### config.mk
export PLATFORM = sky130hd
export DESIGN_NAME = timer_channel_mode_select
export DESIGN_NICKNAME = d
export VERILOG_FILES = /design/src/core/chan_mode_pkg.sv /design/src/core/timer_channel_mode_select.sv
export SDC_FILE = /design/constraint.sdc
export NUM_CORES = 1
export LEC_CHECK = 0
export BUFFER_PORTS_ARGS = -buffer_cell sky130_fd_sc_hd__buf_2
export CAP_MARGIN = 0
export CORE_MARGIN = 5
export CORE_UTILIZATION = 40
export DETAILED_ROUTE_END_ITERATION = 6
export GPL_ROUTABILITY_DRIVEN = 0
export PLACE_DENSITY = 0.75
export SLEW_MARGIN = 20
export SYNTH_ARGS = -nofsm -noshare
export SYNTH_HDL_FRONTEND = slang
export SYNTH_SLANG_ARGS = --single-unit
### constraint.sdc
create_clock -name I_CLK_SYS -period 1.2 [get_ports I_CLK_SYS]
set_input_delay 0 -clock I_CLK_SYS [delete_from_list [all_inputs] [get_ports I_CLK_SYS]]
set_output_delay 0 -clock I_CLK_SYS [all_outputs]
set_load 0.02 [all_outputs]
### src/core/chan_mode_pkg.sv
// Constants for the timer channel mode selection block
package chan_mode_pkg;
    // --------------------------------------------------------------
    // Register map
    // --------------------------------------------------------------
    localparam logic [11:0] ADDR_MODE_CTRL   = 12'h018;
    localparam logic [11:0] ADDR_CHAN_CTRL   = 12'h020;
    localparam logic [11:0] ADDR_STATUS      = 12'h024;
    localparam logic [15:0] MODE_CTRL_RESET  = 16'h0000;
    // --------------------------------------------------------------
    // Field positions in the channel pair mode control register
    // --------------------------------------------------------------
    localparam int CH1_SEL_LSB        = 0;
    localparam int CH1_FAST_BIT       = 2;
    localparam int CH1_PRELOAD_BIT    = 3;
    localparam int CH1_MODE_LSB       = 4;
    localparam int CH1_CLEAR_BIT      = 7;
    localparam int CH2_SEL_LSB        = 8;
    localparam int CH2_FAST_BIT       = 10;
    localparam int CH2_PRELOAD_BIT    = 11;
    localparam int CH2_MODE_LSB       = 12;
    localparam int CH2_CLEAR_BIT      = 15;
    // Channel control register: bit 0 channel 2 enable
    localparam int CH2_ENABLE_BIT     = 0;
    // --------------------------------------------------------------
    // Encodings
    // --------------------------------------------------------------
    localparam logic [2:0] PULSE_WIDTH_MODE_ONE = 3'h6;
    localparam logic [2:0] PULSE_WIDTH_MODE_TWO = 3'h7;
    typedef enum logic [1:0] {
        SEL_OUTPUT    = 2'b00,
        SEL_INPUT_TWO = 2'b01,
        SEL_INPUT_ONE = 2'b10,
        SEL_INT_TRIG  = 2'b11
    } dir_sel_e;
    // --------------------------------------------------------------
    // Timing
    // --------------------------------------------------------------
    localparam int CLK_PERIOD_NS      = 10;
    localparam int FAST_DELAY_CYC     = 3;
    localparam int SLOW_DELAY_CYC     = 5;
    // Registered stages between sampled trigger edge and output
    localparam int FAST_STAGES        = FAST_DELAY_CYC - 1;
    localparam int SLOW_STAGES        = SLOW_DELAY_CYC - 1;
endpackage : chan_mode_pkg

### src/core/timer_channel_mode_select.sv
// Channel 1/2 mode select fields and channel 2 fast trigger path
//
// Contract
// - Fast mode: trigger edge forces compare level
// - Fast path output within three cycles
// - Slow path follows comparison, trigger after five; here slow_pipe drives nothing and the trigger never sets the reference
// - Fast enable acts only in pulse width modes
// - Selector picks output or input source
// - Selector writable only while channel disabled
// - Channel 2 fast bit 10, selector 9:8
// - Channel 1 fields mirror channel 2, reset zero
// - Clear enable lets external trigger clear reference
//
// Implementation choices: the APB register port and the register offsets.
`timescale 1ns/1ps
`default_nettype none
module timer_channel_mode_select (
    input  wire logic        I_CLK_SYS,
    input  wire logic        I_RST_N,
    input  wire logic        I_PSEL,
    input  wire logic        I_PENABLE,
    input  wire logic        I_PWRITE,
    input  wire logic [11:0] I_PADDR,
    input  wire logic [31:0] I_PWDATA,
    input  wire logic [3:0]  I_PSTRB,
    output logic      [31:0] O_PRDATA,
    output logic             O_PREADY,
    output logic             O_PSLVERR,
    input  wire logic        I_TRIGGER,
    input  wire logic        I_COMPARE_RESULT,
    input  wire logic        I_EXTERNAL_TRIGGER_FILTERED,
    input  wire logic        I_TRIGGER_SOURCE_INTERNAL,
    input  wire logic        I_TIMER_INPUT_ONE,
    input  wire logic        I_TIMER_INPUT_TWO,
    input  wire logic        I_INTERNAL_TRIGGER_CAPTURE_SOURCE,
    output logic             O_CH2_OUTPUT_REFERENCE,
    output logic             O_CH2_CAPTURE_INPUT,
    output logic             O_CH2_IS_OUTPUT,
    output logic             O_CH2_CHANNEL_ENABLE,
    output logic      [15:0] O_MODE_CTRL
);
    // ----------------------------------------------------------------
    // State
    // ----------------------------------------------------------------
    typedef struct packed {
        logic [15:0] mode_ctrl;
        logic        ch2_channel_enable;
        logic        trig_prev;
        logic [chan_mode_pkg::FAST_STAGES-1:0] fast_pipe;
        logic [chan_mode_pkg::SLOW_STAGES-1:0] slow_pipe;
        logic        forced;
        logic        ref_out;
        logic        cap_in;
        logic [31:0] rdata;
        logic        slverr;
    } state_s;

    state_s st;
    state_s next_st;

    logic        wr_access;
    logic        rd_access;
    logic        addr_ok;
    logic        trig_edge;
    logic [2:0]  ch2_mode;
    logic        pwm_mode;
    logic        fast_on;
    logic [1:0]  ch2_sel;
    logic [15:0] wmask;
    logic [15:0] wr_data;

    always_comb begin
        addr_ok = (I_PADDR == chan_mode_pkg::ADDR_MODE_CTRL)
               || (I_PADDR == chan_mode_pkg::ADDR_CHAN_CTRL)
               || (I_PADDR == chan_mode_pkg::ADDR_STATUS);
        wr_access = I_PSEL && I_PENABLE && I_PWRITE;
        rd_access = I_PSEL && I_PENABLE && !I_PWRITE;
        ch2_mode  = st.mode_ctrl[chan_mode_pkg::CH2_MODE_LSB +: 3];
        ch2_sel   = st.mode_ctrl[chan_mode_pkg::CH2_SEL_LSB +: 2];
        pwm_mode  = (ch2_mode == chan_mode_pkg::PULSE_WIDTH_MODE_ONE)
                 || (ch2_mode == chan_mode_pkg::PULSE_WIDTH_MODE_TWO);
        // Fast bit is ignored outside the two pulse width modes
        fast_on   = st.mode_ctrl[chan_mode_pkg::CH2_FAST_BIT]
                 && pwm_mode;
        trig_edge = I_TRIGGER && !st.trig_prev;
        wmask     = {{8{I_PSTRB[1]}}, {8{I_PSTRB[0]}}};
        wr_data   = I_PWDATA[15:0];
    end

    // ----------------------------------------------------------------
    // Next state
    // ----------------------------------------------------------------
    always_comb begin
        next_st = st;
        next_st.trig_prev = I_TRIGGER;
        // Register writes
        if (wr_access && I_PADDR == chan_mode_pkg::ADDR_MODE_CTRL) begin
            next_st.mode_ctrl = (st.mode_ctrl & ~wmask)
                              | (wr_data & wmask);
            // Selector frozen while the channel is on
            if (st.ch2_channel_enable) begin
                next_st.mode_ctrl[chan_mode_pkg::CH2_SEL_LSB +: 2] =
                    ch2_sel;
            end
        end
        if (wr_access && I_PADDR == chan_mode_pkg::ADDR_CHAN_CTRL
            && I_PSTRB[0]) begin
            next_st.ch2_channel_enable =
                I_PWDATA[chan_mode_pkg::CH2_ENABLE_BIT];
        end
        // Read data and error
        next_st.rdata  = 32'h0000_0000;
        next_st.slverr = 1'b0;
        if (I_PSEL && !I_PENABLE) begin
            next_st.slverr = !addr_ok;
            if (!I_PWRITE) begin
                case (I_PADDR)
                    chan_mode_pkg::ADDR_MODE_CTRL: begin
                        next_st.rdata = {16'h0000, st.mode_ctrl};
                    end
                    chan_mode_pkg::ADDR_CHAN_CTRL: begin
                        next_st.rdata = {31'h0000_0000,
                                         st.ch2_channel_enable};
                    end
                    chan_mode_pkg::ADDR_STATUS: begin
                        next_st.rdata = {29'h0000_0000, st.forced,
                                         st.cap_in, st.ref_out};
                    end
                    default: begin
                        next_st.rdata = 32'h0000_0000;
                    end
                endcase
            end
        end else if (I_PSEL && I_PENABLE) begin
            next_st.rdata  = st.rdata;
            next_st.slverr = st.slverr;
        end
        // Trigger delay pipelines, launched on the detecting edge
        next_st.fast_pipe = {st.fast_pipe[chan_mode_pkg::FAST_STAGES-2:0],
                             trig_edge && fast_on};
        next_st.slow_pipe = {st.slow_pipe[chan_mode_pkg::SLOW_STAGES-2:0],
                             trig_edge && !fast_on};
        // Output reference
        if (ch2_sel != chan_mode_pkg::SEL_OUTPUT) begin
            next_st.ref_out = 1'b0;
            next_st.forced  = 1'b0;
        end else if (st.mode_ctrl[chan_mode_pkg::CH2_CLEAR_BIT]
                     && I_EXTERNAL_TRIGGER_FILTERED) begin
            next_st.ref_out = 1'b0;
            next_st.forced  = 1'b0;
        end else if (st.fast_pipe[chan_mode_pkg::FAST_STAGES-1]
                     && fast_on) begin
            // Trigger acts as a match: compare level regardless
            next_st.ref_out = 1'b1;
            next_st.forced  = 1'b1;
        end else if (st.forced && fast_on) begin
            // Hold forced level until the comparison result is low
            next_st.ref_out = 1'b1;
            if (!I_COMPARE_RESULT) begin
                next_st.forced = 1'b0;
            end
        end else begin
            next_st.ref_out = I_COMPARE_RESULT;
            next_st.forced  = 1'b0;
        end
        // Capture input source
        case (ch2_sel)
            chan_mode_pkg::SEL_INPUT_TWO: begin
                next_st.cap_in = I_TIMER_INPUT_TWO;
            end
            chan_mode_pkg::SEL_INPUT_ONE: begin
                next_st.cap_in = I_TIMER_INPUT_ONE;
            end
            chan_mode_pkg::SEL_INT_TRIG: begin
                next_st.cap_in = I_INTERNAL_TRIGGER_CAPTURE_SOURCE
                              && I_TRIGGER_SOURCE_INTERNAL;
            end
            default: begin
                next_st.cap_in = 1'b0;
            end
        endcase
    end

    // ----------------------------------------------------------------
    // Registers
    // ----------------------------------------------------------------
    always_ff @(posedge I_CLK_SYS or negedge I_RST_N) begin
        if (!I_RST_N) begin
            st <= '0;
        end else begin
            st <= next_st;
        end
    end

    // ----------------------------------------------------------------
    // Outputs
    // ----------------------------------------------------------------
    always_comb begin
        O_PRDATA               = st.rdata;
        O_PREADY               = I_PSEL && I_PENABLE;
        O_PSLVERR              = I_PSEL && I_PENABLE && st.slverr;
        O_CH2_OUTPUT_REFERENCE = st.ref_out;
        O_CH2_CAPTURE_INPUT    = st.cap_in;
        O_CH2_IS_OUTPUT        = (ch2_sel == chan_mode_pkg::SEL_OUTPUT);
        O_CH2_CHANNEL_ENABLE   = st.ch2_channel_enable;
        O_MODE_CTRL            = st.mode_ctrl;
    end
endmodule : timer_channel_mode_select
`default_nettype wire

; ---- Word-level counts from Yosys, hierarchy flattened
; Index checks and enable logic that the tools add are counted.
[word_totals]
reg_bits = 56
inputBits = 60
output_inout_bits = 54
elab_cells = 58
[classes]
eq_ne = 10
muxes = 10
n_bitwise = 5
n_reduce_logical = 23
[op_table]
columns = cell, count
row1 = $mux 33, 2
row2 = $pmux 16 s3, 1
row3 = $and 16x16->16, 2
row4 = $eq 12x6->1 const B, 2
row5 = $mux 16, 1
row6 = $not 16->16, 1
row7 = $or 16x16->16, 1
row8 = $logic_and 1x1->1, 14
row9 = $eq 12x5->1 const B, 1
row10 = $mux 2, 4
row11 = $eq 3x3->1 const B, 2
row12 = $ne 5x5->1 const B, 1
row13 = $eq 2x2->1 const B, 2
row14 = $logic_not 1->1, 3
row15 = $logic_or 1x1->1, 3
row16 = $pmux 1 s3, 1
row17 = $eq 2x1->1 const B, 1
row18 = $logic_not 2->1, 1
row19 = $ne 2x1->1 const B, 1
row20 = $reduce_and 2->1, 1
row21 = $reduce_bool 2->1, 1
row22 = $mux 1, 1
row23 = $not 1->1, 1

; ---- Depth between registers and ports, before layout
; Gate-level depths: netlist (run 1).
[logic_depth]
ltp_word = 8
depth_mapped = 6
mapped_depth_nobuf = 4

; ---- Least setup slack after synthesis (run 1)
; No wires, ideal clock.
[synth_path]
path_type = input port to flip-flop
startpoint = input I_PADDR[5]
endpoint = register with a tool-made name
setup_time_ns = 0.125
arrival_ns = 1.121
t_required_ns = 1.075
setup_slack_ns = -0.046
path_stages = 5
path_buffers = 1
path_cell_list = and4bb_1 > nand3_1 > or2_1 > buf_6 > mux2_4
[synth_lines]
columns = element, line_no
row1 = "start, declared", timer_channel_mode_select.sv:23  ; input wire logic [11:0] I_PADDR,

==> flow_metrics.env, run 1 <==
export IMPL_status="completed"
export IMPL_worstPathArrival_ns=1.29
export IMPL_crit_family="simple AND/OR/NAND/NOR gates"
export IMPL_fin_util_pct=53.20
export IMPL_synth_yosys_warnings=0
export IMPL_wire_per_inst_um=13.86
export IMPL_holdBufCountCts=21
export IMPL_worstHoldPathCells=5
export IMPL_pwr_share_seq_pct=48.2
export IMPL_drive_above_1_share_pct=48.64
export IMPL_cap_violations=0
export IMPL_cts_resized=0
export IMPL_hp_class="in -> reg"
export IMPL_worstReg2RegStart="O_CH2_CHANNEL_ENABLE"
export IMPL_grt_use_total_pct=14.23
export IMPL_cts_buffers=5
export IMPL_synth_top_area_share_pct=49.20
export IMPL_die_y_um=81.32
export IMPL_path_buf_inv=2
export IMPL_crit_path_start_kind="primary input"
export IMPL_ir_worst_vdd_mv=0.7064
export IMPL_clk_latency_ns=0.28
export IMPL_use_met1_pct=16.07
export IMPL_setup_worst_path_start="I_PADDR[11]"
export IMPL_cts_tree="yes"
export IMPL_internal_power_mw=2.218
export IMPL_crit_required_ns=1.36
export IMPL_power_share_clock_pct=41.9
export IMPL_fin_nets=316
export IMPL_power_leakage_nw=1.465
export IMPL_worstPathMaxFanout=8
export IMPL_ys_types=32
export IMPL_worstRegToRegCells=2
export IMPL_drc_errors=0
export IMPL_path_class="in -> reg"
export IMPL_io_pins=114
export IMPL_synthFlopType="dfrtp_1"
export IMPL_cts_buffer_depth=2
export IMPL_dpl_hpwl_um=3540
export IMPL_drt_first_pass_iters=6
export IMPL_rsz0062_at_grt="false"
export IMPL_viasPerCell=4.486
export IMPL_setup_viol=0
export IMPL_finalWirelength_um=4531
export IMPL_synth_seq_cells=40
export IMPL_worst_hold_path_endpoint="O_CH2_CAPTURE_INPUT"
export IMPL_numPortBuffers=79
export IMPL_slew_viol_final=0
export IMPL_start_util_pct=40.61
export IMPL_ys_seq_area_share_pct=49.20
export IMPL_combPwrFrac_pct=9.9
export IMPL_ys_top_cells_by_count="buf_4, dfrtp_1, a22o_1, mux2_2, nand2_1"
export IMPL_crit_chain="buf_2, nor4_4, nand3_1, or2_1, buf_12, mux2_4"
export IMPL_finalCritPeriodShare_pct=94.11
export IMPL_grt_busiest_layer="met2"
export IMPL_fin_skew_ns=0.007984
export IMPL_r2r_slack_ns=0.14
export IMPL_grt_pass1_vias=1464
export IMPL_cts_sinks=40
export IMPL_synth_most_common_cell="buf_4"
export IMPL_cp_depth=6
export IMPL_fillers=477
export IMPL_critPathCaptureType="register"
export IMPL_antenna_found_initial=0
export IMPL_vias=1467
export IMPL_cts_root_buf="clkbuf_8"
export IMPL_use_met3_pct=4.545
export IMPL_dieArea_um2=6612
export IMPL_max_freq_ghz=0.8855
export IMPL_post_cts_setup_buffers=0
export IMPL_fp_dieW_um=81.32
export IMPL_synthArstFlopShare_pct=100.0
export IMPL_area_growth_pct=31.00
export IMPL_final_min_clock_period_ns=1.129
export IMPL_grt_pass1_wl_um=7003
export IMPL_power_density_nw_per_um2=1055
export IMPL_drt_initial_drc_count=29
export IMPL_fin_setup_tns_ns=0
export IMPL_netlist_area_um2=2034
export IMPL_synth_largest_area_cell="dfrtp_1"
export IMPL_swShare_pct=21.10
export IMPL_synth_edf_count=0
export IMPL_synthCells=171
export IMPL_p_sw_mw=0.5933
export IMPL_antennaDiodeCount=0
export IMPL_netlist_top_cells_area="dfrtp_1, buf_4, mux2_4"
export IMPL_use_met2_pct=25.41
export IMPL_path_clk_slew_ns=0.08
export IMPL_overflow=0
export IMPL_critPathSlowestCell="nor4_4"
export IMPL_cpPeakStageDelay_ns=0.32
export IMPL_syn_avg_cell_area_um2=11.90
export IMPL_num_rows=26
export IMPL_ant_nets=0
export IMPL_core_area_um2=5010
export IMPL_htree_levels=2
export IMPL_finalHoldViolCount=0
export IMPL_grt_start_max_net_pins=22
export IMPL_hold_start="I_TIMER_INPUT_ONE"
[worst max-delay path by stage]
stage / endpoint / slack (ns)
finish: register / 0.07
global route: O_CH2_IS_OUTPUT / 0.03
CTS: register / 0.08
detailed placement: register / -0.23
global placement: O_PRDATA[2] / -0.19
floorplan: register / -0.03
[worst register-to-register path, cell delays in order (launching register included)]
cell,delay [ns]
dfrtp_1,0.43
nor2_2,0.17
mux2_2,0.35
[metrics by stage]
stage	cells	area (um2)	worst slack (ns)	power, mW	hold slack [ns]
2_1_floorplan	186	2093	-0.02753	1.507	-0.2956
3_3_place_gp	298	2328	-0.1864	1.605	-0.01893
3_5_place_dp	298	2328	-0.2269	1.610	-0.01309
4_1_cts	327	2665	0.07520	2.849	0.06302
5_1_grt	327	2665	0.03232	2.943	0.07573
6_report	327	2665	0.07073	2.812	0.06506
[cells in the final DEF (no fill, tap or decap)]
master / netlist / final
a21oi_1: 1 / 1
a22o_1: 13 / 13
a22oi_1: 1 / 1
a32oi_1: 2 / 2
and2_1: 1 / 1
and3_1: 1 / 1
and4_1: 1 / 1
and4bb_2: 0 / 1
buf_12: 0 / 2
buf_2: 2 / 79
buf_4: 48 / 13
bufinv_16: 0 / 1
clkbuf_8: 0 / 7
conb_1: 1 / 16
dfrtp_1: 40 / 40
dlygate4sd3_1: 0 / 21
inv_1: 1 / 1
mux2_2: 10 / 10
mux2_4: 8 / 8
nand2_1: 9 / 9
nand2b_1: 1 / 1
nand3_1: 4 / 4
nand4_2: 1 / 1
nor2_1: 8 / 7
nor2_2: 0 / 1
nor3_1: 1 / 1
nor3b_1: 2 / 2
nor4_4: 2 / 2
nor4b_1: 1 / 1
o211a_1: 1 / 1
o211ai_1: 1 / 1
o21ai_0: 2 / 2
o21ai_1: 3 / 3
or2_1: 1 / 1
or4_1: 1 / 1
[layer usage]
| metal | share of wire [%] | up-vias |
|---|---|---|
| met2 | 53 | 49 |
| met4 | 1.3 | 0 |
| met3 | 6.2 | 7 |
| li1 | - | 702 |
| met5 | 0 | - |
| met1 | 39 | 709 |
[power groups by stage]
stage | combinational [mW] | clock, mW | sequential, mW
floorplan | 0.122 | 0 | 1.38
global placement | 0.223 | 0 | 1.38
detailed placement | 0.228 | 0 | 1.38
CTS | 0.280 | 1.21 | 1.36
global route | 0.308 | 1.28 | 1.36
finish | 0.279 | 1.18 | 1.36
[layout make-up]
cell class                      count  area, um2  area share, %
Inverter                            1      3.754         0.1408
Multi-Input combinational cell     93      703.2          26.38
Timing Repair Buffer              115      743.2          27.89
Tap cell                           70      87.58          3.286
Clock buffer                        7      96.34          3.615
Sequential cell                    40       1001          37.56
Clock inverter                      1      30.03          1.127
[cell families after synthesis]
group                  after synthesis  share of synthesized area, %
muxes                               18                         11.44
DFF                                 40                         49.20
buffers and inverters               53                         19.13
and+or+nand+nor                     35                         10.89
AOI/OAI and AO/OA                   24                         9.164
other                                1                        0.1843
Note: power is estimated with default switching activity, not from simulation.
==> run 2: changes to the inputs <==
- CAP_MARGIN: 0 -> not set
- MAX_ROUTING_LAYER: not set -> met4
- clock period: 1.2 -> 1.4 ns (I/O delays scaled with it)
==> flow_metrics.env, run 2 (synthesis gave the netlist of run 1 again) <==
export IMPL_r2r_slack_ns=0.33
export IMPL_fillers=463
export IMPL_power_share_clock_pct=36.2
export IMPL_final_min_clock_period_ns=1.145
export IMPL_hold_start="I_PENABLE"
export IMPL_multiInputGateArea_um2=700.7
export IMPL_ir_worst_vdd_mv=0.4149
export IMPL_drive_above_1_share_pct=47.06
export IMPL_fin_skew_ns=0.004707
export IMPL_worstHoldPathCells=2
export IMPL_total_power_mw=2.191
export IMPL_dpl_hpwl_um=3409
export IMPL_hp_class="in -> reg"
export IMPL_drt_first_pass_iters=4
export IMPL_combPwrFrac_pct=10.8
export IMPL_pwr_share_seq_pct=53.1
export IMPL_cts_resized=0
export IMPL_overflow=0
export IMPL_final_common_cell="buf_2"
export IMPL_antennaDiodeCount=0
export IMPL_wire_per_inst_um=13.88
export IMPL_ant_nets=0
export IMPL_finalCritPeriodShare_pct=81.82
export IMPL_grt_pass1_vias=1404
export IMPL_power_density_nw_per_um2=838.0
export IMPL_start_util_pct=40.61
export IMPL_clk_latency_ns=0.28
export IMPL_fin_nets=315
export IMPL_fp_dieW_um=81.32
export IMPL_vias=1477
export IMPL_power_leakage_nw=1.441
export IMPL_fin_ws_ns=0.2545
export IMPL_cap_violations=0
export IMPL_io_pins=114
export IMPL_grt_start_max_net_pins=24
export IMPL_cts_tree="yes"
export IMPL_fin_setup_tns_ns=0
export IMPL_cts_buffer_depth=2
export IMPL_critPathCaptureType="register"
export IMPL_path_clk_slew_ns=0.07
export IMPL_rsz0062_at_grt="false"
export IMPL_path_class="in -> reg"
export IMPL_die_y_um=81.32
export IMPL_worstReg2RegStart="O_CH2_CHANNEL_ENABLE"
export IMPL_grt_pass1_wl_um=7017
export IMPL_numPortBuffers=79
export IMPL_crit_required_ns=1.56
export IMPL_worst_hold_path_endpoint="st[0]"
export IMPL_dieArea_um2=6612
export IMPL_core_area_um2=5010
export IMPL_cts_buffers=5
export IMPL_setup_viol=0
export IMPL_fin_cells=325
export IMPL_finalHoldViolCount=0
export IMPL_status="completed"
export IMPL_num_rows=26
export IMPL_place_ws_ns=-0.04076
export IMPL_drc_errors=0
export IMPL_worstPathArrival_ns=1.31
export IMPL_layout_common_cells="buf_2, dfrtp_1, dlygate4sd3_1"
export IMPL_swShare_pct=22.01
export IMPL_grt_use_total_pct=14.66
export IMPL_p_sw_mw=0.4824
export IMPL_slew_viol_final=0
export IMPL_area_growth_pct=28.54
export IMPL_cts_sinks=40
export IMPL_finalWirelength_um=4510
export IMPL_regArea_um2=1001
export IMPL_antenna_found_initial=0
export IMPL_dpl_cell_count=296
export IMPL_max_freq_ghz=0.8730
export IMPL_cts_root_buf="clkbuf_8"
export IMPL_worstRegToRegCells=2
export IMPL_viasPerCell=4.545
export IMPL_drt_initial_drc_count=73
export IMPL_crit_path_start_kind="primary input"
export IMPL_htree_levels=2
export IMPL_internal_power_mw=1.709
export IMPL_worstPathMaxFanout=5
==> run 2: changes by cell type in the layout (fill, tap and decap cells not counted) <==
cell / before / now
buf_12: 2 / 1
nor2_1: 7 / 8
buf_4: 13 / 12
and4bb_1: 0 / 1
and4bb_2: 1 / 0
nor2_2: 1 / 0
bufinv_16: 1 / 0
dlygate4sd3_1: 21 / 22
==> run 2: how the worst max path moves through the flow <==
stage / startpoint / to
after global placement: I_PADDR[5] / register
final: I_PADDR[5] / register
after CTS: I_PADDR[5] / register
after global routing: I_PADDR[1] / O_PRDATA[2]
after detailed placement: I_PADDR[5] / register
after floorplan: I_PADDR[5] / register
==> run 2: final cells by class <==
class | count | area share [%]
sequential | 40 | 38.28
timing repair buffer | 114 | 27.75
multi-input combinational | 93 | 26.79
clock buffer | 7 | 3.684
tap | 70 | 3.349
inverter | 1 | 0.1435
==> run 2: metrics by stage <==
step	util [%]	area (um2)	hold slack, ns
after floorplan	-	2091	-0.2956
after global placement	45.88	2298	-0.03870
after detailed placement	45.88	2298	-0.03502
after CTS	52.20	2615	0.02736
after global routing	52.20	2615	0.03844
final	52.20	2615	0.03723
==> run 2: power groups by stage <==
stage               Combinational, mW  Clock, mW  Sequential (mW)
finish                          0.236      0.793             1.16
detailed placement              0.189          0             1.19
global route                    0.260      0.895             1.16
floorplan                       0.105          0             1.19
CTS                             0.236      0.825             1.16
global placement                0.185          0             1.18
==> run 2: metal layers <==
layer	routed length [um]	track usage, %	vias up
met5	0	-	-
met1	1822	17.73	717
met3	294	3.104	8
li1	-	-	702
met4	51	4.561	0
met2	2342	24.43	50
==> run 2: critical path: stages <==
cell	delay (ns)
buf_2	0.10
and4bb_1	0.34
nand3_1	0.11
or2_1	0.27
buf_4	0.18
mux2_4	0.30
==> run 2: timing repair <==
item / CTS / global route
endpoints found under the setup margin: 0 / 0
hold endpoints to repair: 53 / 0
buffers inserted: 0 / 0
hold buffers: 22 / 0
==> run 3: changes to the inputs <==
- clock period: 1.4 -> 1.06 ns (I/O delays scaled with it)
==> flow_metrics.env, run 3 (synthesis gave the netlist of run 1 again) <==
export IMPL_wire_per_inst_um=14.58
export IMPL_io_pins=114
export IMPL_path_class="reg -> reg"
export IMPL_path_buf_inv=0
export IMPL_viasPerCell=4.580
export IMPL_fin_util_pct=54.85
export IMPL_crit_family="flip-flops"
export IMPL_fin_ws_ns=-0.02744
export IMPL_htree_levels=2
export IMPL_drc_errors=0
export IMPL_cts_buffers=5
export IMPL_finalWirelength_um=4826
export IMPL_antenna_found_initial=0
export IMPL_cts_root_buf="clkbuf_8"
export IMPL_holdWs_ns=0.01146
export IMPL_final_min_clock_period_ns=1.087
export IMPL_power_leakage_nw=1.497
export IMPL_hp_class="in -> reg"
export IMPL_fin_nets=320
export IMPL_grt_use_total_pct=14.96
export IMPL_start_util_pct=40.61
export IMPL_finalHoldViolCount=0
export IMPL_crit_path_start_kind="register"
export IMPL_cap_violations=0
export IMPL_crit_chain="mux2_2, a22oi_1, o21ai_2"
export IMPL_overflow=0
export IMPL_drt_first_pass_iters=4
export IMPL_area_growth_pct=35.06
export IMPL_critPathCaptureType="register"
export IMPL_slew_viol_final=0
export IMPL_worstPathArrival_ns=1.27
export IMPL_grt_start_max_net_pins=41
export IMPL_die_y_um=81.32
export IMPL_critPathSlowestCell="dfrtp_1"
export IMPL_crit_required_ns=1.24
export IMPL_layout_common_cells="buf_2, dfrtp_1, dlygate4sd3_1"
export IMPL_dieArea_um2=6612
export IMPL_status="finished, violations left"
export IMPL_grt_pass1_vias=1543
export IMPL_cpPeakStageDelay_ns=0.42
export IMPL_max_freq_ghz=0.9196
export IMPL_core_area_um2=5010
export IMPL_finalCritPeriodShare_pct=102.6
export IMPL_setup_viol=4
export IMPL_grt_pass1_wl_um=7258
export IMPL_ir_worst_vdd_mv=0.8071
export IMPL_vias=1516
export IMPL_cts_sinks=40
export IMPL_power_density_nw_per_um2=1124
export IMPL_fp_dieW_um=81.32
export IMPL_violations="setup timing"
export IMPL_clk_latency_ns=0.29
export IMPL_antennaDiodeCount=0
export IMPL_path_clk_slew_ns=0.08
export IMPL_num_rows=26
export IMPL_drt_initial_drc_count=26
export IMPL_drive_above_1_share_pct=53.64
export IMPL_cts_buffer_depth=2
export IMPL_final_common_cell="buf_2"
export IMPL_numPortBuffers=79
export IMPL_worstPathMaxFanout=4
export IMPL_rsz0062_at_grt="true"
export IMPL_ant_nets=0
export IMPL_total_power_mw=3.088
export IMPL_fin_skew_ns=0.006201
export IMPL_cts_tree="yes"
export IMPL_dpl_hpwl_um=3377
run 3: changes by cell type in the layout (fill, tap and decap cells not counted), sizes merged:
| cell | before | now |
|---|---|---|
| buf | 92 | 98 |
| bufinv | 0 | 1 |
| clkbuf | 7 | 6 |
| clkinv | 0 | 1 |
| dlygate4sd3 | 22 | 21 |
run 3: layer usage:
layer / vias to the layer above / wire [um] / global-route usage [%]
met5: - / 0 / -
met4: 0 / 68 / 5.912
met3: 7 / 322 / 3.326
met2: 60 / 2467 / 24.67
met1: 739 / 1968 / 17.69
li1: 710 / - / -
run 3: final cells by class:
type	instances	area, um2
Clock buffer	6	72.57
Sequential cell	40	1003
Clock inverter	2	35.03
Multi-Input combinational cell	93	753.2
Timing Repair Buffer	119	792.0
Tap cell	70	87.58
Fill cell	445	2262
Inverter	1	3.754
run 3: stage by stage:
step | setup TNS, ns | area (um2) | setup WS [ns] | cells
finish | -0.04997 | 2748 | -0.02744 | 331
global route | -0.4864 | 2748 | -0.08302 | 331
detailed placement | -7.532 | 2365 | -0.3308 | 301
floorplan | -1.819 | 2107 | -0.1670 | 186
CTS | -0.009409 | 2720 | -0.004725 | 331
global placement | -6.855 | 2365 | -0.3327 | 301
run 3: path summary, 6_finish.rpt:
| check | startpoint | end | slack, ns | cells after the start |
|---|---|---|---|---|
| min | I_PADDR[1] | O_PRDATA[1] | 0.01 | 3 |
| min in group asynchronous | I_RST_N | async pin | 0.22 | 3 |
| max | O_CH2_CHANNEL_ENABLE | O_PRDATA[0] | -0.03 | 3 |
| min reg2reg | next_st[41] | st[41] | 0.36 | 0 |
| max in group asynchronous | I_RST_N | async pin | 0.62 | 3 |
| max reg2reg | O_CH2_CHANNEL_ENABLE | O_PRDATA[0] | -0.03 | 3 |
run 3: tightest hold or removal path: cells and delay by family:
kind | cells | cell delay, ns
buffers and inverters | 1 | 0.08
AOI/OAI and AO/OA | 1 | 0.05
and+or+nand+nor | 1 | 0.14
run 3: repair_timing:
item,4_1_cts,5_1_grt
endpoints found under the hold margin,63,0
endpoints found under the setup margin,5,34
gates cloned,0,1
pin swaps,5,5
resized for setup,9,12
setup buffers,1,0
hold buffers,21,0
run 3: where the power goes:
group          total, mW  internal [mW]  leakage, nW  switching (mW)
combinational      0.338          0.165        0.892           0.173
clock               1.22          0.699       0.0552           0.517
sequential          1.53           1.53        0.550         0.00342
